===== src/logic/op_seq_pkg.sv =====
// constants and types for the immediate and control op sequencer
package op_seq_pkg;
  localparam int ADDR_W = 16;
  localparam int DATA_W = 16;
  localparam logic [15:0] PC_STEP     = 16'h0002;
  localparam logic [15:0] CTX_OFFSET  = 16'h001E;
  localparam logic [15:0] SLOT_FLAGS  = 16'h001E;
  localparam logic [15:0] SLOT_PC     = 16'h001C;
  localparam logic [15:0] SLOT_BASE   = 16'h001A;
  localparam logic [15:0] RESET_VALUE = 16'h0000;
  localparam logic [15:0] IDLE_CODE   = 16'h0002;
  localparam logic [3:0]  IO_CYCLE    = 4'h4;
  localparam logic [3:0]  CI_LEN      = 4'h7;
  localparam logic [3:0]  LI_LEN      = 4'h6;
  localparam logic [3:0]  LOAD_WORKSPACE_POINTER_IMMEDIATE_LEN    = 4'h5;
  localparam logic [3:0]  LOAD_INTERRUPT_MASK_LEN    = 4'h7;
  localparam logic [3:0]  STORE_LEN   = 4'h4;
  localparam logic [3:0]  EXT_LEN     = 4'h5;
  localparam logic [3:0]  HALT_LEN    = 4'h6;
  localparam logic [3:0]  RET_LEN     = 4'h7;

  typedef enum logic [3:0] {
    OP_COMPARE_IMM   = 4'h0,
    OP_LOAD_REG_IMM  = 4'h1,
    OP_LOAD_BASE_IMM = 4'h2,
    OP_LOAD_MASK     = 4'h3,
    OP_SAVE_BASE     = 4'h4,
    OP_SAVE_FLAGS    = 4'h5,
    OP_EXT_CONTROL   = 4'h6,
    OP_HALT          = 4'h7,
    OP_RETURN        = 4'h8
  } op_type;

  typedef enum logic [3:0] {
    CYC_ALU   = 4'h1,
    CYC_READ  = 4'h2,
    CYC_WRITE = 4'h4,
    CYC_BITIO = 4'h8
  } cyc_type;
endpackage : op_seq_pkg


===== src/logic/op_seq_bus_if.sv =====
// interface between sequencer core and cycle driver
`timescale 1ns/10ps
interface op_seq_bus_if;
  import op_seq_pkg::*;
  cyc_type           kind;
  logic [ADDR_W-1:0] addr;
  logic [DATA_W-1:0] wdata;
  logic              drive_data;
  logic              valid;
  modport core (output kind, addr, wdata, drive_data, valid);
  modport drv  (input  kind, addr, wdata, drive_data, valid);
endinterface : op_seq_bus_if


===== src/logic/op_sequencer.sv =====
// machine-cycle sequencer for immediate and control instructions
`timescale 1ns/10ps
// How it works
// - compare: fetch, alu, register read, alu, read at pc+2, two alu.
// - load immediate: fetch, two alu, read pc+2, alu address, write.
// - load base 5 / load mask 7 cycles: fetch, two alu, read pc+2.
// - save base/flags: fetch, alu, alu address, write internal value.
// - external 5 / halt 6: bit-io strobe in cycle 4 with code.
// - return: alu forms base+30, reads flags slot then counter slot.
// - return cycle 6 reads base slot, one final alu, then restores base.
module op_sequencer (
  input  wire logic                        clk,
  input  wire logic                        rst,
  input  wire logic                        start,
  input  wire op_seq_pkg::op_type          op,
  input  wire logic [3:0]                  reg_num,
  input  wire logic [15:0]                 ext_code,
  input  wire logic [15:0]                 pc_in,
  input  wire logic [15:0]                 base_in,
  input  wire logic [15:0]                 flags_in,
  input  wire logic [15:0]                 read_data,
  output logic                             busy,
  output logic                             done,
  output logic [3:0]                       cycle_num,
  output op_seq_pkg::cyc_type              cycle_kind,
  output logic [15:0]                      operand,
  output logic [15:0]                      base_out,
  output logic [15:0]                      pc_out,
  output logic [15:0]                      flags_out,
  output logic [15:0]                      addr_bus,
  output logic [15:0]                      data_out,
  output logic                             data_oe,
  output logic                             mem_enable,
  output logic                             mem_write,
  output logic                             bit_io_strobe
);
  import op_seq_pkg::*;

  op_seq_bus_if bus ();

  // ----------------------------------------------------------------
  // sequence state
  // ----------------------------------------------------------------
  typedef enum logic [1:0] {
    ST_IDLE = 2'b01,
    ST_RUN  = 2'b10
  } state_type;

  state_type   state_r, state_nxt;
  op_type      op_r, op_nxt;
  logic [3:0]  cyc_r, cyc_nxt, len;
  logic [3:0]  reg_r, reg_nxt;
  logic [15:0] code_r, code_nxt, pc_r, pc_nxt;
  logic [15:0] wbase_r, wbase_nxt, flags_r, flags_nxt;
  logic [15:0] opnd_r, opnd_nxt, ptr_r, ptr_nxt;
  logic [15:0] npc_r, npc_nxt, nbase_r, nbase_nxt, nflg_r, nflg_nxt;
  logic        done_r, done_nxt;
  cyc_type     kind;
  logic [15:0] addr, wdata;
  logic        drive;
  logic [15:0] reg_addr;

  assign reg_addr = wbase_r + {11'h000, reg_r, 1'b0};

  always_comb begin
    unique case (op_r)
      OP_COMPARE_IMM:   len = CI_LEN;
      OP_LOAD_REG_IMM:  len = LI_LEN;
      OP_LOAD_BASE_IMM: len = LOAD_WORKSPACE_POINTER_IMMEDIATE_LEN;
      OP_LOAD_MASK:     len = LOAD_INTERRUPT_MASK_LEN;
      OP_SAVE_BASE,
      OP_SAVE_FLAGS:    len = STORE_LEN;
      OP_EXT_CONTROL:   len = EXT_LEN;
      OP_HALT:          len = HALT_LEN;
      default:          len = RET_LEN;
    endcase
  end

  // ----------------------------------------------------------------
  // cycle decode
  // ----------------------------------------------------------------
  always_comb begin
    kind  = CYC_ALU;
    addr  = RESET_VALUE;
    wdata = RESET_VALUE;
    drive = 1'b0;
    if (cyc_r == 4'h1) begin
      kind = CYC_READ;
      addr = pc_r;
    end else begin
      unique case (op_r)
        OP_COMPARE_IMM: begin
          if (cyc_r == 4'h3) begin
            kind = CYC_READ;
            addr = reg_addr;
          end else if (cyc_r == 4'h5) begin
            kind = CYC_READ;
            addr = pc_r + PC_STEP;
          end
        end
        OP_LOAD_REG_IMM, OP_LOAD_BASE_IMM, OP_LOAD_MASK: begin
          if (cyc_r == 4'h4) begin
            kind = CYC_READ;
            addr = pc_r + PC_STEP;
          end else if (op_r == OP_LOAD_REG_IMM && cyc_r == 4'h5) begin
            addr = reg_addr;
          end else if (op_r == OP_LOAD_REG_IMM && cyc_r == 4'h6) begin
            kind  = CYC_WRITE;
            addr  = reg_addr;
            wdata = opnd_r;
            drive = 1'b1;
          end
        end
        OP_SAVE_BASE, OP_SAVE_FLAGS: begin
          if (cyc_r == 4'h3) begin
            addr = reg_addr;
          end else if (cyc_r == 4'h4) begin
            kind  = CYC_WRITE;
            addr  = reg_addr;
            wdata = (op_r == OP_SAVE_BASE) ? wbase_r : flags_r;
            drive = 1'b1;
          end
        end
        OP_EXT_CONTROL, OP_HALT: begin
          if (cyc_r == IO_CYCLE) begin
            kind  = CYC_BITIO;
            addr  = (op_r == OP_HALT) ? IDLE_CODE : code_r;
            drive = 1'b1;
          end else if (!(op_r == OP_HALT && cyc_r == HALT_LEN)) begin
            drive = 1'b1;
          end
        end
        default: begin
          if (cyc_r == 4'h3) begin
            addr = wbase_r + CTX_OFFSET;
          end else if (cyc_r == 4'h4) begin
            kind = CYC_READ;
            addr = ptr_r;
          end else if (cyc_r == 4'h5) begin
            kind = CYC_READ;
            addr = wbase_r + SLOT_PC;
          end else if (cyc_r == 4'h6) begin
            kind = CYC_READ;
            addr = wbase_r + SLOT_BASE;
          end
        end
      endcase
    end
  end

  assign bus.valid      = (state_r == ST_RUN);
  assign bus.kind       = kind;
  assign bus.addr       = addr;
  assign bus.wdata      = wdata;
  assign bus.drive_data = drive;

  // ----------------------------------------------------------------
  // next state
  // ----------------------------------------------------------------
  always_comb begin
    state_nxt = state_r;
    op_nxt    = op_r;
    cyc_nxt   = cyc_r;
    reg_nxt   = reg_r;
    code_nxt  = code_r;
    pc_nxt    = pc_r;
    wbase_nxt = wbase_r;
    flags_nxt = flags_r;
    opnd_nxt  = opnd_r;
    ptr_nxt   = ptr_r;
    npc_nxt   = npc_r;
    nbase_nxt = nbase_r;
    nflg_nxt  = nflg_r;
    done_nxt  = 1'b0;
    unique case (state_r)
      ST_IDLE: begin
        if (start) begin
          state_nxt = ST_RUN;
          op_nxt    = op;
          cyc_nxt   = 4'h1;
          reg_nxt   = reg_num;
          code_nxt  = ext_code;
          pc_nxt    = pc_in;
          wbase_nxt = base_in;
          flags_nxt = flags_in;
        end
      end
      ST_RUN: begin
        if (kind == CYC_READ && cyc_r != 4'h1) begin
          if (op_r == OP_RETURN) begin
            if (cyc_r == 4'h4) nflg_nxt = read_data;
            if (cyc_r == 4'h5) npc_nxt = read_data;
            if (cyc_r == 4'h6) nbase_nxt = read_data;
          end else if (addr == pc_r + PC_STEP) begin
            opnd_nxt = read_data;
          end
        end
        if (op_r == OP_RETURN && cyc_r == 4'h3) begin
          ptr_nxt = wbase_r + SLOT_FLAGS;
        end
        if (cyc_r == len) begin
          state_nxt = ST_IDLE;
          cyc_nxt   = 4'h0;
          done_nxt  = 1'b1;
          if (op_r == OP_RETURN) wbase_nxt = nbase_r;
          if (op_r == OP_LOAD_BASE_IMM) wbase_nxt = opnd_r;
        end else begin
          cyc_nxt = cyc_r + 4'h1;
        end
      end
      default: state_nxt = ST_IDLE;
    endcase
  end

  always_ff @(posedge clk) begin
    if (rst) begin
      state_r <= ST_IDLE;
      op_r    <= OP_COMPARE_IMM;
      cyc_r   <= 4'h0;
      reg_r   <= 4'h0;
      code_r  <= RESET_VALUE;
      pc_r    <= RESET_VALUE;
      wbase_r <= RESET_VALUE;
      flags_r <= RESET_VALUE;
      opnd_r  <= RESET_VALUE;
      ptr_r   <= RESET_VALUE;
      npc_r   <= RESET_VALUE;
      nbase_r <= RESET_VALUE;
      nflg_r  <= RESET_VALUE;
      done_r  <= 1'b0;
    end else begin
      state_r <= state_nxt;
      op_r    <= op_nxt;
      cyc_r   <= cyc_nxt;
      reg_r   <= reg_nxt;
      code_r  <= code_nxt;
      pc_r    <= pc_nxt;
      wbase_r <= wbase_nxt;
      flags_r <= flags_nxt;
      opnd_r  <= opnd_nxt;
      ptr_r   <= ptr_nxt;
      npc_r   <= npc_nxt;
      nbase_r <= nbase_nxt;
      nflg_r  <= nflg_nxt;
      done_r  <= done_nxt;
    end
  end

  // ----------------------------------------------------------------
  // outputs
  // ----------------------------------------------------------------
  assign busy       = (state_r == ST_RUN);
  assign done       = done_r;
  assign cycle_num  = cyc_r;
  assign cycle_kind = kind;
  assign operand    = opnd_r;
  assign base_out   = wbase_r;
  assign pc_out     = npc_r;
  assign flags_out  = nflg_r;

  op_seq_cycle_drv u_drv (
    .clk           (clk),
    .rst           (rst),
    .bus           (bus.drv),
    .addr_bus      (addr_bus),
    .data_out      (data_out),
    .data_oe       (data_oe),
    .mem_enable    (mem_enable),
    .mem_write     (mem_write),
    .bit_io_strobe (bit_io_strobe)
  );
endmodule : op_sequencer


===== src/logic/op_seq_cycle_drv.sv =====
// registers one machine cycle onto the memory and bit-io pins
`timescale 1ns/10ps
module op_seq_cycle_drv (
  input  wire logic                        clk,
  input  wire logic                        rst,
  op_seq_bus_if.drv                        bus,
  output logic [op_seq_pkg::ADDR_W-1:0]    addr_bus,
  output logic [op_seq_pkg::DATA_W-1:0]    data_out,
  output logic                             data_oe,
  output logic                             mem_enable,
  output logic                             mem_write,
  output logic                             bit_io_strobe
);
  import op_seq_pkg::*;

  logic [ADDR_W-1:0] addr_r, addr_nxt;
  logic [DATA_W-1:0] data_r, data_nxt;
  logic              oe_r, oe_nxt, men_r, men_nxt;
  logic              we_r, we_nxt, io_r, io_nxt;

  always_comb begin
    addr_nxt = addr_r;
    data_nxt = data_r;
    oe_nxt   = 1'b0;
    men_nxt  = 1'b0;
    we_nxt   = 1'b0;
    io_nxt   = 1'b0;
    if (bus.valid) begin
      addr_nxt = bus.addr;
      data_nxt = bus.wdata;
      oe_nxt   = bus.drive_data;
      men_nxt  = (bus.kind == CYC_READ) || (bus.kind == CYC_WRITE);
      we_nxt   = (bus.kind == CYC_WRITE);
      io_nxt   = (bus.kind == CYC_BITIO);
    end
  end

  always_ff @(posedge clk) begin
    if (rst) begin
      addr_r <= RESET_VALUE;
      data_r <= RESET_VALUE;
      oe_r   <= 1'b0;
      men_r  <= 1'b0;
      we_r   <= 1'b0;
      io_r   <= 1'b0;
    end else begin
      addr_r <= addr_nxt;
      data_r <= data_nxt;
      oe_r   <= oe_nxt;
      men_r  <= men_nxt;
      we_r   <= we_nxt;
      io_r   <= io_nxt;
    end
  end

  assign addr_bus      = addr_r;
  assign data_out      = data_r;
  assign data_oe       = oe_r;
  assign mem_enable    = men_r;
  assign mem_write     = we_r;
  assign bit_io_strobe = io_r;
endmodule : op_seq_cycle_drv


===== config.mk =====
export PLATFORM = sky130hd
export DESIGN_NAME = op_sequencer
export DESIGN_NICKNAME = d
export VERILOG_FILES = /design/src/logic/op_seq_pkg.sv /design/src/logic/op_seq_bus_if.sv /design/src/logic/op_sequencer.sv /design/src/logic/op_seq_cycle_drv.sv
export SDC_FILE = /design/constraint.sdc
export NUM_CORES = 1
export LEC_CHECK = 0
export ABC_AREA = 1
export BUFFER_PORTS_ARGS = -buffer_cell sky130_fd_sc_hd__buf_2
export CAP_MARGIN = 20
export CORE_MARGIN = 2
export CORE_UTILIZATION = 46
export CTS_BUF_LIST = sky130_fd_sc_hd__clkbuf_8
export CTS_CLUSTER_SIZE = 14
export DETAILED_ROUTE_END_ITERATION = 12
export PLACE_DENSITY = 0.68
export SYNTH_ARGS = -nofsm -noshare
export SYNTH_HDL_FRONTEND = slang
export SYNTH_SLANG_ARGS = --single-unit

===== constraint.sdc =====
create_clock -name clk -period 3.1 [get_ports clk]
set_input_delay 0.62 -clock clk [delete_from_list [all_inputs] [get_ports clk]]
set_output_delay 0.62 -clock clk [all_outputs]
set_load 0.005 [all_outputs]

### After elaboration in Yosys (flattened, before gate mapping)

Memory sizes are Yosys's and may differ from the RTL's. A register that Yosys moved wholly into a read port is not among the register bits.
Cells that the tools add are included.
W data, S select, Z words.

| cells by class | value |
|---|---|
| add/subtract/negate cells | 6 |
| eq/ne operators | 24 |
| multiplexer cells | 60 |
| bitwise logic cells | 2 |
| reduce and logical (&&, ||, !) cells | 22 |

Operator list:

| cell | number |
|---|---|
| $mux W16 | 25 |
| $pmux W16 S2 | 2 |
| $pmux W16 S4 | 1 |
| $add A16 B5 Y16 const B | 3 |
| $eq A4 B3 Y1 const B | 8 |
| $mux W3 | 7 |
| $mux W4 | 5 |
| $reduce_and A4 Y1 | 5 |
| $add A16 B2 Y16 const B | 1 |
| $add A16 B5 Y16 | 1 |
| $eq A16 B16 Y1 | 1 |
| $eq A4 B2 Y1 const B | 4 |
| $mux W2 | 8 |
| $pmux W4 S4 | 1 |
| $eq A4 B1 Y1 const B | 2 |
| $eq A4 B4 Y1 const B | 2 |
| $mux W1 | 8 |
| $pmux W4 S2 | 1 |
| $reduce_and A2 Y1 | 4 |
| $reduce_or A2 Y1 | 3 |
| $reduce_or A3 Y1 | 2 |
| $logic_and A1 B1 Y1 | 5 |
| $add A4 B1 Y4 const B | 1 |
| $eq A4 B4 Y1 | 1 |
| 12 further kinds | 13 |

| word-level totals | value |
|---|---|
| flip-flop bits (word level) | 195 |
| memory bits (read-only) | 16 |
| bits of input ports | 91 |
| output and inout bits | 110 |
| word-level logic and storage cells | 135 |
| memories | 1 |

Memories:

| name | depth | bits a word | rd ports | clocked after memory_dff | wr ports | RTL line | text |
|---|---|---|---|---|---|---|---|
| (no name shown) | 8 | 2 | 1 | 1 | 0 | op_sequencer.sv:66 | `unique case (op_r)` |

### Depth between registers and ports, before layout

Gate-level depths: netlist (run 1).

| depth | value |
|---|---|
| word-level depth | 10 |
| mapped depth | 24 |
| gate-level depth less buffers | 23 |

### Cells and area by module

From an unflattened synthesis (run 1), not the netlist that was laid out.

| second synthesis, totals | value |
|---|---|
| cells, all modules | 1733 |
| area total of the unflattened synthesis | 11053.1 µm² |

Modules (own cells, without submodules):

| module | times used | cells an instance | area each (µm²) | sequential area each (µm²) |
|---|---|---|---|---|
| op_sequencer | 1 | 1576 | 9781.9 | 3223.1 |
| op_seq_cycle_drv | 1 | 157 | 1271.2 | 720.7 |

### Least setup slack after synthesis (run 1)

No wires, ideal clock.

| path | value |
|---|---|
| path kind | flip-flop to flip-flop |
| start | register wbase_r[1] (netlist: base_out[1]) |
| end | register opnd_r[10] (netlist: operand[10]) |
| setup time | 0.113 ns |
| arrival | 2.678 ns |
| data required time | 2.987 ns |
| path slack | 0.309 ns |
| stages on the path, launching flop included | 19 |
| buffers on the path | 1 |
| period minus slack after synthesis | 2.791 ns |
| cell sequence | dfxtp_1 > ha_1 > inv_1 > fa_1 > nand3b_1 > a21oi_1 > xor2_1 > nand2_1 > nand2_1 > nand3_1 > nand3b_1 > nand2_1 > inv_2 > nand3_1 > nor2_2 > buf_4 > nand3_1 > nand2_1 > nor2_1 |

| on the way | value |
|---|---|
| longest elaborated chain between the ends | 9 |
| elaborated cells between the ends (all ways) | 18 |
| classes of those cells | add/sub (4); eq/ne (1); mux (12); reduce/logical (1) |

Ends and longest elaborated chain:

| element | RTL line | text |
|---|---|---|
| start, declared | op_sequencer.sv:54 | `logic [15:0] wbase_r, wbase_nxt, flags_r, flags_nxt;` |
| start signal, assigned | op_sequencer.sv:238 | `wbase_r <= wbase_nxt;` |
| $add A16 B5 Y16 | op_sequencer.sv:144 | `addr = wbase_r + SLOT_BASE;` |
| $mux W16 | op_sequencer.sv:142 | `end else if (cyc_r == 4'h6) begin` |
| $mux W16 | op_sequencer.sv:139 | `end else if (cyc_r == 4'h5) begin` |
| $mux W16 | op_sequencer.sv:136 | `end else if (cyc_r == 4'h4) begin` |
| $mux W16 | op_sequencer.sv:134 | `if (cyc_r == 4'h3) begin` |
| $pmux W16 S4 (*) | op_sequencer.sv:91 | `unique case (op_r)` |
| $mux W16 (*) | op_sequencer.sv:87 | `if (cyc_r == 4'h1) begin` |
| $eq A16 B16 Y1 (*) | op_sequencer.sv:194 | `end else if (addr == pc_r + PC_STEP) begin` |
| $reduce_and A4 Y1 (no source line) (*) | -- |  |
| end signal, assigned | op_sequencer.sv:240 | `opnd_r <= opnd_nxt;` |
| end, declared | op_sequencer.sv:55 | `logic [15:0] opnd_r, opnd_nxt, ptr_r, ptr_nxt;` |

Every way passes the cells marked *; elsewhere a longest branch is shown, timed or not.
A chain may end at the register's enable or synchronous reset.

### Worst setup path after layout (run 1)

Same ends and word-level chain as after synthesis.

==> results of run 1 <==
sequential cells by signal (all words and copies together), names as in the netlist, 2 cells and up, named ones only:
| register | cells |
|---|---|
| base_out | 16 |
| code_r | 16 |
| cycle_num | 4 |
| flags_out | 16 |
| flags_r | 16 |
| nbase_r | 16 |
| op_r | 4 |
| operand | 16 |
| pc_out | 16 |
| pc_r | 16 |
| ptr_r | 16 |
| reg_r | 4 |
| state_r | 2 |
| u_drv.addr_bus | 16 |
| u_drv.data_out | 16 |
through the flow:
step	hold WS [ns]	instances	power (mW)	setup WS, ns	TNS, ns
final	0.367	2246	6.15	0.0988	0
after CTS	0.356	2241	6.13	0.0633	0
after global routing	0.367	2246	6.44	-0.0612	-0.761
after floorplan	0.425	1725	3.66	0.309	0
after global placement	0.449	2209	4.17	0.194	0
after detailed placement	0.453	2209	4.18	0.138	0
power by group through the flow:
stage	clock [mW]	sequential (mW)	combinational, mW
2_1_floorplan	0	2.81	0.844
3_3_place_gp	0	2.86	1.31
3_5_place_dp	0	2.86	1.32
4_1_cts	1.99	2.80	1.33
5_1_grt	2.10	2.83	1.51
6_report	1.97	2.81	1.37
cell type report:
cell class / count / area [um^2]
Clock buffer: 17 / 234
Inverter: 175 / 659
Sequential cell: 197 / 3950
Timing Repair Buffer: 258 / 1540
Multi-Input combinational cell: 1265 / 6190
Fill cell: 2419 / 10300
Tap cell: 319 / 399
Clock inverter: 15 / 241
repair_timing:
item,CTS,global route
resized for setup,2,45
endpoints found under the setup margin,1,19
pin swaps,0,31
cloned,0,1
buffers inserted,0,4
worst register-to-register path, delay by kind of cell, from the launching register on:
| family | cells | cell delay, ns |
|---|---|---|
| AOI/OAI and AO/OA | 1 | 0.12 |
| buffers and inverters | 4 | 0.59 |
| DFF | 1 | 0.36 |
| adders and majority gates | 1 | 0.25 |
| and+or+nand+nor | 14 | 1.61 |
logic make-up after synthesis:
| group | share of synthesized area |
|---|---|
| AND/OR/NAND/NOR | 0.336 |
| flip-flops | 0.357 |
| AO/OA/AOI/OAI | 0.184 |
| buffers and inverters | 0.0955 |
| XOR/XNOR | 0.00794 |
| adder cells (fa/ha/maj) | 0.0200 |
cell usage in the layout (no fill, tap or decap), drive strengths merged:
cell,n
nand3,142
a21boi,1
a21oi,135
a221oi,1
or4,1
o22ai,5
clkbuf,18
a211oi,19
fa,1
o21ai,198
xor2,7
nand4,20
and2,1
o211ai,19
or2,2
nor2,268
buf,257
o311ai,1
dfxtp,197
inv,185
a31oi,2
xnor2,3
clkinv,5
nand2,397
nand3b,9
nor3,17
ha,16
metal layers:
metal / global-route usage / wire length (um)
met1: 0.409 / 16900
met2: 0.467 / 17000
met3: 0.0502 / 3030
met4: 0.0864 / 1140
met5: 0 / 0
worst paths after layout:
kind | from | to | slack, ns | cells past startpoint
hold reg to reg | code_r[13] | code_r[13] | 0.47 | 2
setup reg to reg | base_out[1] | operand[10] | 0.1 | 20
hold / removal | flags_in[6] | flags_r[6] | 0.37 | 3
setup / recovery | base_out[1] | operand[10] | 0.1 | 20
==> metrics.md, run 1 <==
| Metric | Value |
|---|---|
| Status | completed |
| Std-Cell Rows | 56 |
| Yosys top cell area share | 0.357 |
| Initial DRT Pass Iterations | 6 |
| Hold buffer count at cts | 0 |
| Area contributors post-synth | dfxtp_1, nand2_1, nor2_1 |
| Crit end category | register |
| Aggregate global routing overflow | 0 |
| Die Width | ~160 um |
| Pleak | 6.25 nW |
| Clock power share | 0.320 |
| Area grow syn2layout | 19.8% |
| Initial antenna violation count | 0 |
| Cell taking the most area after synthesis | dfxtp_1 |
| CP Buf/Inv Count | 4 |
| Max-cap violation count | 0 |
| Sw frac | 0.378 |
| Nets | between 2000 and 2500 |
| Pint | 3.82 mW |
| Synth unique cells | 42 |
| Clk_lat worst skew | ~0.50 ns |
| Fin crit period | between 3 and 4 ns |
| Number of global-route vias before repair | approximately 11000 |
| HPWL Detailed | between 20000 and 30000 um |
| Combinational cell fraction of total power | 0.223 |
| Async set-reset flop share out of synthesis | 0 |
| Routed Antenna Nets | 0 |
| Main synth FF type | dfxtp_1 |
| Avg WL per Cell | ~17 um |
| Mean area per synthesized cell | 6.40 um^2 |
| # DRC | 0 |
| Routed wire length | approximately 38000 um |
| First-pass GRT wire length | 59500 um |
| Final setup viols | 0 |
| Final Hold Fails | 0 |
| Critical Path Start Type | register |
| Die Footprint | roughly 0.025 mm^2 |
| Worst path top cell family by delay | simple AND/OR/NAND/NOR gates |
| Final Cell Area | 0.0132 mm^2 |
| Vias per cell | ~5.4 |
| Ant diodes | 0 |
| Die Y | roughly 160 um |
| # port buffers | 200 |
| H-tree levels | 4 |
| GRT Total Usage | 0.294 |
| Top Ports | approximately 200 |
| Critical Path Slowest Stage Cell | dfxtp_2 |
| RSZ-0062 raised after global routing | yes |
| Layout cells sized above 1 | 0.199 |
| CORE AREA | approximately 0.024 mm^2 |
| Net count after synthesis | around 1800 |
| Clock Skew | between 0.02 and 0.025 ns |
| Net Sw Power | between 2 and 2.5 mW |
| CP max FO | 8 |
| Clock-pin slew on the worst setup and hold paths | 0.14 ns |
| Critical path arrival | roughly 3.4 ns |
| Post-Syn Area | around 0.011 mm^2 |
| Yosys reg bits | 197 |
| Synth warn | 0 |
| Fmax | roughly 330 MHz |
| Drt initial violations | around 1200 |
| Clk buf depth | 2 |
| Placed Instance Area | 0.0126 mm^2 |
| Critical Path RT | 3.54 ns |
| Worst hold path class | in2reg |
| Starting Density | 0.469 |
| GP Congestion | ~0.98 |
| PwrDens | between 400 and 500 mW/mm^2 |
| Final slew viol count | 0 |
| Reg power frac | 0.457 |
| Maximum VDD drop | 346 uV |
| Inserted Clock Buffers | 17 |
| CP Class | reg2reg |
| Top cells by count, synth | nand2_1, nor2_1, dfxtp_1, o21ai_0, inv_1 |
| Post-Synthesis Cells | roughly 1700 |
| CTS tree | built |
| Largest net degree at the start of global routing | 70 |
| Cell Chain, Critical Path | buf_4, inv_1, ha_1, nand2_1, nand2_2, clkinv_1, nand3_1, nand2_1, a21oi_1, nand3_1, nand2_1, nand2_1, nand2_1, nand2_1, nor2_2, nand3_1, nor2_4, buf_12, nor2_1, nor2_1 |
| Worst-margin pin slew | 0.739 ns |
| Via count | around 12000 |
| Sinks on Clock Net | a little under 200 |
| Most common cell in the netlist | nand2_1 |
| Slew headroom | 0.507 |
| Seq/Total Area, Yosys | 0.357 |
| Part of the cycle the worst path needs | 0.968 |
| Post-synth EDFFs | 0 |
| Most used cell, CP | nand2_1 |
| Clock root buffer | clkbuf_8 |
| Slowest stage delay, CP | about 0.36 ns |
| Post-layout util | 0.561 |
No activity file was read; power rests on OpenSTA's default activity.
==> run 2, diff against run 1 <==
--- a/config.mk
+++ b/config.mk
@@ -14,6 +14,8 @@
 export CTS_CLUSTER_SIZE = 14
 export DETAILED_ROUTE_END_ITERATION = 12
 export PLACE_DENSITY = 0.68
+export SLEW_MARGIN = 20
 export SYNTH_ARGS = -nofsm -noshare
 export SYNTH_HDL_FRONTEND = slang
+export SYNTH_HIERARCHICAL = 1
 export SYNTH_SLANG_ARGS = --single-unit
==> constraint.sdc (replaced) <==
create_clock -name clk -period 2.8 [get_ports clk]
set_input_delay 0.56 -clock clk [delete_from_list [all_inputs] [get_ports clk]]
set_output_delay 0.56 -clock clk [all_outputs]
set_load 0.005 [all_outputs]
==> metrics.md, run 2 <==
| Metric | Value |
|---|---|
| Status | finished, violations left |
| Failing checks | negative setup slack |
| Total power | 11.0 mW (+78%) |
| Cell Chain, Critical Path | ha_4, inv_2, fa_2, nand3b_1, nand2_2, nand2_4, o21ai_4, nand3_2, nand2_1, nand2_1, nand2_1, nand3_2, nand2_2, nand2_2, nand2_2, nand2_2, nor2_4, buf_6, nand3_4, nand2_1, inv_1, nor2_1 |
| CP Class | reg2reg |
| Worst path top cell family by delay | simple AND/OR/NAND/NOR gates |
| Slew headroom | 0.464 (-0.0434) |
| Net count after synthesis | 1841 (+0.44%) |
| Main synth FF type | dfxtp_1 |
| First-pass GRT wire length | 68600 um (+15%) |
| Largest net degree at the start of global routing | 73 (+4.3%) |
| Maximum VDD drop | 586 uV (+69%) |
| Via count | 13000 (+7.0%) |
| Fillers | 2335 (-3.5%) |
| FF-to-FF End | operand[11] |
| Avg WL per Cell | 18.8 um (+11%) |
| Mux share of post-synthesis cell area | 0 (unchanged) |
| Critical Path RT | 3.25 ns (-0.29 ns) |
| Die Width | 159 um (about the same) |
| Critical path arrival | 3.37 ns (-0.07 ns) |
| RSZ-0062 raised after global routing | yes |
| Pleak | 7.03 nW (+12%) |
| Post-Synthesis Cells | 1733 (+0.46%) |
| Sinks on Clock Net | 197 (unchanged) |
| Layout cells sized above 1 | 0.264 (+0.0646) |
| Synth unique cells | 40 (-4.8%) |
| Critical Path Start Type | register |
| Clock root buffer | clkbuf_8 |
| H-tree levels | 4 (unchanged) |
| Ant diodes | 0 (unchanged) |
| Most used cell, CP | nand2_2 |
| Die Y | 159 um (about the same) |
| Critical Path Slowest Stage Cell | dfxtp_2 |
| Post-route setup slack | -0.118 ns (-0.217 ns) |
| Crit path depth | 22 (+10%) |
| Aggregate global routing overflow | 0 (unchanged) |
| Critical Path End | operand[11] |
| Post-Synth Adder-Cell Area | 0.0199 (-0.0000384) |
| Area grow syn2layout | 31.4% |
| CTS tree | built |
| Worst Setup SP | base_out[1] |
| Drt initial violations | 1284 (+7.7%) |
| Commonest non-fill, non-tap cell in the layout | nand2_1 |
| Post-synthesis xor/xnor area fraction | 0.0127 (+0.00474) |
| Nets | 2168 (+7.2%) |
| Initial antenna violation count | 0 (unchanged) |
| Starting Density | 0.469 (+0.000904) |
| Mean area per synthesized cell | 6.38 um^2 (-0.27%) |
| Routed Antenna Nets | 0 (unchanged) |
| Most common cell in the netlist | nand2_1 |
| Vias per cell | 5.44 (+0.47%) |
| Final slew viol count | 0 (unchanged) |
| Number of global-route vias before repair | 12200 (+10%) |
| Simple-Gate Fraction of Synth Area | 0.326 (-0.00914) |
| CP Buf/Inv Count | 3 (-1) |
| HPWL Detailed | 34000 um (+18%) |
| Part of the cycle the worst path needs | 1.04 (+0.0740) |
| Most frequent cells in the layout | nand2_1, nor2_1, buf_2 |
| Clk_lat worst skew | 0.51 ns (about the same) |
| Slowest stage delay, CP | 0.37 ns (about the same) |
| Std-Cell Rows | 56 (unchanged) |
| Fmax | 343 MHz (+2.9%) |
| Fin crit period | 2.92 ns (-0.0834 ns) |
| Area contributors post-synth | dfxtp_1, nand2_1, nor2_1 |
| Final setup viols | 17 (+17) |
| Async set-reset flop share out of synthesis | 0 (unchanged) |
| # port buffers | 200 (unchanged) |
| Initial DRT Pass Iterations | 6 (unchanged) |
| Worst reg-to-reg path cell count | 22 (+10%) |
| Max-cap violation count | 0 (unchanged) |
| Clock-pin slew on the worst setup and hold paths | 0.12 ns (-0.02 ns) |
| PwrDens | 755 mW/mm^2 (+62%) |
| Placed insts | 2333 (+5.6%) |
| # DRC | 0 (unchanged) |
| Synth warn | 6 (+6) |
| Crit end category | register |
| Seq/Total Area, Yosys | 0.357 (-0.000688) |
| Die Footprint | 0.0253 mm^2 (+0.19%) |
| Inserted Clock Buffers | 17 (unchanged) |
| Reg2reg start | base_out[1] |
| Worst hold path class | in2reg |
| Main combinational cell family by area after synthesis | simple AND/OR/NAND/NOR gates |
| Cell taking the most area after synthesis | dfxtp_1 |
| Top cells by count, synth | nand2_1, nor2_1, dfxtp_1, o21ai_0, inv_1 |
| Yosys top cell area share | 0.357 (-0.000688) |
| Routed wire length | 44900 um (+18%) |
| Finished Layout Cells | 2392 (+6.5%) |
| Worst-margin pin slew | 0.802 ns (+0.0631 ns) |
| Yosys reg bits | 197 (unchanged) |
| Final Hold Fails | 0 (unchanged) |
| Top Ports | 201 (unchanged) |
| GRT Total Usage | 0.347 (+0.0533) |
| Fin Setup TNS | -1.67 ns (-1.67 ns) |
| Synth Area in Compound Gates | 0.183 (-0.000240) |
| Worst R2R Setup Slack | -0.12 ns (-0.22 ns) |
| Clk buf depth | 2 (unchanged) |
| Post-synth EDFFs | 0 (unchanged) |
| Clock Skew | 0.0181 ns (-0.00605 ns) |
| CORE AREA | 0.0235 mm^2 (unchanged) |
| CP max FO | 8 (unchanged) |
| Post-Syn Area | 0.0111 mm^2 (+0.19%) |
| GP Congestion | 0.993 (+1.8%) |
[run 2: worst min-delay path by stage]
stage,start,end,slack (ns),cells after the start
after floorplan,code_r[0],code_r[0],0.43,2
after global placement,ptr_r[8],ptr_r[8],0.45,2
after detailed placement,code_r[0],code_r[0],0.45,2
after CTS,ext_code[3],code_r[3],0.29,3
after global routing,ext_code[3],code_r[3],0.31,3
final,flags_in[8],flags_r[8],0.30,3
[run 2: power breakdown]
part	internal (mW)	total (mW)	leakage [nW]	switching, mW
logic	2.07	5.40	5.22	3.33
registers	3.25	3.57	1.61	0.318
clock network	0.694	2.00	0.210	1.31
[run 2: timing repair]
| action | in CTS | in global routing |
|---|---|---|
| cloned | 4 | 1 |
| pin swaps | 31 | 38 |
| endpoints found under the setup margin | 18 | 22 |
| gates resized for setup | 52 | 73 |
| buffers inserted | 12 | 12 |
| hold buffers | 0 | 0 |
[run 2: area by class of cell]
class | instances | area [um^2] | area share
clock buffers | 17 | 234 | 0.0161
clock inverters | 15 | 186 | 0.0128
inverters | 184 | 699 | 0.0481
multi-input cells | 1263 | 6380 | 0.440
flip-flops and latches | 197 | 3960 | 0.272
well taps | 319 | 399 | 0.0275
repair buffers | 397 | 2670 | 0.184
[run 2: logic make-up (layout without fill, tap and decap cells)]
family	Yosys count	in the layout
compound gates	371	371
buf+inv	275	613
fa+ha+maj	17	17
xor+xnor	16	16
flops	197	197
simple gates	857	859
[run 2: stage by stage]
stage          worst slack [ns]   util  area [um^2]  hold slack (ns)
6_report                 -0.118  0.617        14500            0.301
5_1_grt                  -0.277  0.617        14500            0.312
4_1_cts                 -0.0666  0.604        14200            0.292
3_5_place_dp             -0.467  0.571        13400            0.453
3_3_place_gp             -0.427  0.571        13400            0.452
2_1_floorplan           0.00861      -        11100            0.430
[run 2: worst reg2reg max path: stages, from the launching register on]
cell      delay [ns]
dfxtp_2         0.37
ha_4            0.14
inv_2           0.03
fa_2            0.32
nand3b_1        0.19
nand2_2         0.15
nand2_4         0.12
o21ai_4         0.20
nand3_2         0.09
nand2_1         0.07
nand2_1         0.04
nand2_1         0.07
nand3_2         0.10
nand2_2         0.10
nand2_2         0.05
nand2_2         0.07
nand2_2         0.06
nor2_4          0.19
buf_6           0.14
nand3_4         0.13
nand2_1         0.11
inv_1           0.04
nor2_1          0.08
[run 2: layer usage]
layer | track usage | vias up | routed length (um)
met1 | 0.457 | 5975 | 18600
met3 | 0.0518 | 126 | 3730
met2 | 0.571 | 624 | 20900
met5 | 0 | - | 0
met4 | 0.143 | 0 | 1770
li1 | - | 6299 | -
==> run 3, diff against run 2 <==
--- a/config.mk
+++ b/config.mk
@@ -6,16 +6,13 @@
 export NUM_CORES = 1
 export LEC_CHECK = 0
 export ABC_AREA = 1
-export BUFFER_PORTS_ARGS = -buffer_cell sky130_fd_sc_hd__buf_2
 export CAP_MARGIN = 20
 export CORE_MARGIN = 2
 export CORE_UTILIZATION = 46
 export CTS_BUF_LIST = sky130_fd_sc_hd__clkbuf_8
-export CTS_CLUSTER_SIZE = 14
 export DETAILED_ROUTE_END_ITERATION = 12
-export PLACE_DENSITY = 0.68
+export DONT_BUFFER_PORTS = 1
 export SLEW_MARGIN = 20
 export SYNTH_ARGS = -nofsm -noshare
 export SYNTH_HDL_FRONTEND = slang
-export SYNTH_HIERARCHICAL = 1
 export SYNTH_SLANG_ARGS = --single-unit
==> metrics.md, run 3 (synthesized netlist as in run 1, its figures left out) <==
| Metric | Value |
|---|---|
| Status | finished, violations left |
| Failing checks | negative setup slack |
| Worst hold path class | in2reg |
| Layout cells sized above 1 | 0.133 (-0.130) |
| Most frequent cells in the layout | nand2_1, nor2_1, dfxtp_1 |
| Placed insts | 2053 (-12%) |
| Cell Chain, Critical Path | ha_4, inv_2, fa_2, nand3b_1, nand2_2, nand2_2, nand2_1, nand3_1, a21oi_1, nand2_1, nand2_1, nand2_1, nand2_2, inv_2, nor2_1, nand2_1, nor2_4, clkbuf_16, nor2_1, nor2_1 |
| Maximum VDD drop | 306 uV (-48%) |
| Reg2reg start | base_out[1] |
| RSZ-0062 raised after global routing | yes |
| Die Y | 159 um (about the same) |
| Combinational cell fraction of total power | 0.223 (-0.269) |
| CTS tree | built |
| Fin crit period | 2.90 ns (-0.0226 ns) |
| Die Footprint | 0.0252 mm^2 (-0.19%) |
| CP max FO | 8 (unchanged) |
| Reg power frac | 0.451 (+0.126) |
| Slew headroom | 0.417 (-0.0466) |
| Slowest stage delay, CP | 0.38 ns (about the same) |
| Clock root buffer | clkbuf_8 |
| Inserted Clock Buffers | 17 (unchanged) |
| Commonest non-fill, non-tap cell in the layout | nand2_1 |
| H-tree levels | 4 (unchanged) |
| Clock-pin slew on the worst setup and hold paths | 0.14 ns (+0.02 ns) |
| Number of global-route vias before repair | 10600 (-13%) |
| Nets | 1872 (-14%) |
| Final setup viols | 16 (-1) |
| Sw frac | 0.382 (-0.0702) |
| Die Width | 159 um (about the same) |
| Worst-margin pin slew | 0.872 ns (+0.0697 ns) |
| Final Cell Area | 0.0126 mm^2 (-13%) |
| Fmax | 345 MHz (+0.78%) |
| Worst R2R Setup Slack | -0.1 ns (+0.02 ns) |
| Critical Path Start Type | register |
| Clk buf depth | 2 (unchanged) |
| CORE AREA | 0.0235 mm^2 (unchanged) |
| Worst Setup SP | base_out[1] |
| Finished Layout Cells | 2096 (-12%) |
| Worst reg-to-reg path cell count | 20 (-9.1%) |
| Hold buffer count at cts | 0 (unchanged) |
| Clock power share | 0.326 (+0.144) |
| Avg WL per Cell | 18.5 um (-1.7%) |
| Most used cell, CP | nand2_1 |
| HPWL Detailed | 29200 um (-14%) |
| Placed Instance Area | 0.0119 mm^2 (-12%) |
| Initial DRT Pass Iterations | 7 (+1) |
| Crit path depth | 20 (-9.1%) |
| PwrDens | 546 mW/mm^2 (-28%) |
| Initial antenna violation count | 1 (+1) |
| # DRC | 0 (unchanged) |
| GRT Total Usage | 0.298 (-0.0495) |
| Critical Path RT | 3.26 ns (about the same) |
| Std-Cell Rows | 56 (unchanged) |
| Starting Density | 0.469 (-0.000904) |
| Vias per cell | 5.54 (+1.7%) |
| Ant diodes | 0 (unchanged) |
| Clock Skew | 0.0396 ns (+0.0215 ns) |
| Aggregate global routing overflow | 0 (unchanged) |
| Worst path top cell family by delay | simple AND/OR/NAND/NOR gates |
| Pleak | 5.53 nW (-21%) |
| CP Buf/Inv Count | 3 (unchanged) |
| Critical Path End | operand[3] |
| Final Hold Fails | 0 (unchanged) |
| First-pass GRT wire length | 59500 um (-13%) |
| # port buffers | 0 (-100%) |
| Largest net degree at the start of global routing | 61 (-16%) |
| Pint | 4.25 mW (-29%) |
| Critical Path Slowest Stage Cell | dfxtp_2 |
| GP Congestion | 0.942 (-5.1%) |
| Max-cap violation count | 0 (unchanged) |
| Top Ports | 201 (unchanged) |
| CP Class | reg2reg |
| Via count | 11600 (-11%) |
| Drt initial violations | 1075 (-16%) |
| Hold slack | 0.0904 ns (-0.211 ns) |
| Routed wire length | 38700 um (-14%) |
| Sinks on Clock Net | 197 (unchanged) |
| Clk_lat worst skew | 0.53 ns (+0.02 ns) |
| FF-to-FF End | operand[3] |
| Crit end category | register |
| Routed Antenna Nets | 0 (unchanged) |
| Critical path arrival | 3.36 ns (about the same) |
| Part of the cycle the worst path needs | 1.03 (-0.00806) |
| Net Sw Power | 2.62 mW (-47%) |
| Fin Setup TNS | -1.29 ns (+0.379 ns) |
| Post-route setup slack | -0.0953 ns (+0.0226 ns) |
| Pre-CTS WS | -0.0544 ns (+0.413 ns) |
| Area grow syn2layout | 14.1% |
| Final slew viol count | 0 (unchanged) |
## run 3: changes by cell type in the layout (fill, tap and decap cells not counted), sizes merged, moves of 4 or more
cell,change
a21oi,+31
a221oi,-16
buf,-290
clkinv,-5
nand2,+13
nand3,+17
nand4,-10
nor2,-20
o21ai,-7
xor2,-4
## run 3: routing by layer
layer | GRT usage | routed length (um) | up-vias
li1 | - | - | 5713
met1 | 0.409 | 17400 | 5366
met2 | 0.454 | 16900 | 459
met3 | 0.0747 | 3230 | 62
met4 | 0.104 | 1170 | 2
met5 | 0 | 13 | -
## run 3: worst min path at each step
stage / slack, ns / depth (start not counted) / from / endpoint
final: 0.09 / 1 / rst / cycle_num[1]
after detailed placement: 0.45 / 2 / ptr_r[5] / ptr_r[5]
after global placement: 0.45 / 2 / ptr_r[5] / ptr_r[5]
after CTS: 0.07 / 1 / rst / u_drv.data_out[10]
after global routing: 0.07 / 1 / rst / pc_out[5]
after floorplan: 0.42 / 2 / code_r[15] / code_r[15]
## run 3: power groups by stage
stage | logic [mW] | clock network [mW] | registers [mW]
after CTS | 1.50 | 2.27 | 3.10
after detailed placement | 1.46 | 0 | 3.15
after global placement | 1.45 | 0 | 3.15
after floorplan | 0.934 | 0 | 3.11
final | 1.53 | 2.24 | 3.10
after global routing | 1.69 | 2.36 | 3.12
## run 3: through the flow
step                total power [mW]  utilization
floorplan                       4.05            -
global placement                4.60        0.505
detailed placement              4.61        0.505
CTS                             6.87        0.534
global route                    7.17        0.535
finish                          6.88        0.535
## run 3: repair_timing
action                                 in CTS  in global routing
setup endpoints to repair                  19                 20
buffers inserted                           10                  1
gates cloned                                2                  0
pin swaps                                   6                  9
resized for setup                          38                 13
endpoints found under the hold margin       0                  0
## run 3: cell type report
cell class              count  area [um^2]
clock buffers              17          234
clock inverters            15          239
fillers                  2473        11000
inverters                 175          661
multi-input cells        1266         6190
flip-flops and latches    197         3960
well taps                 319          399
repair buffers            107          912
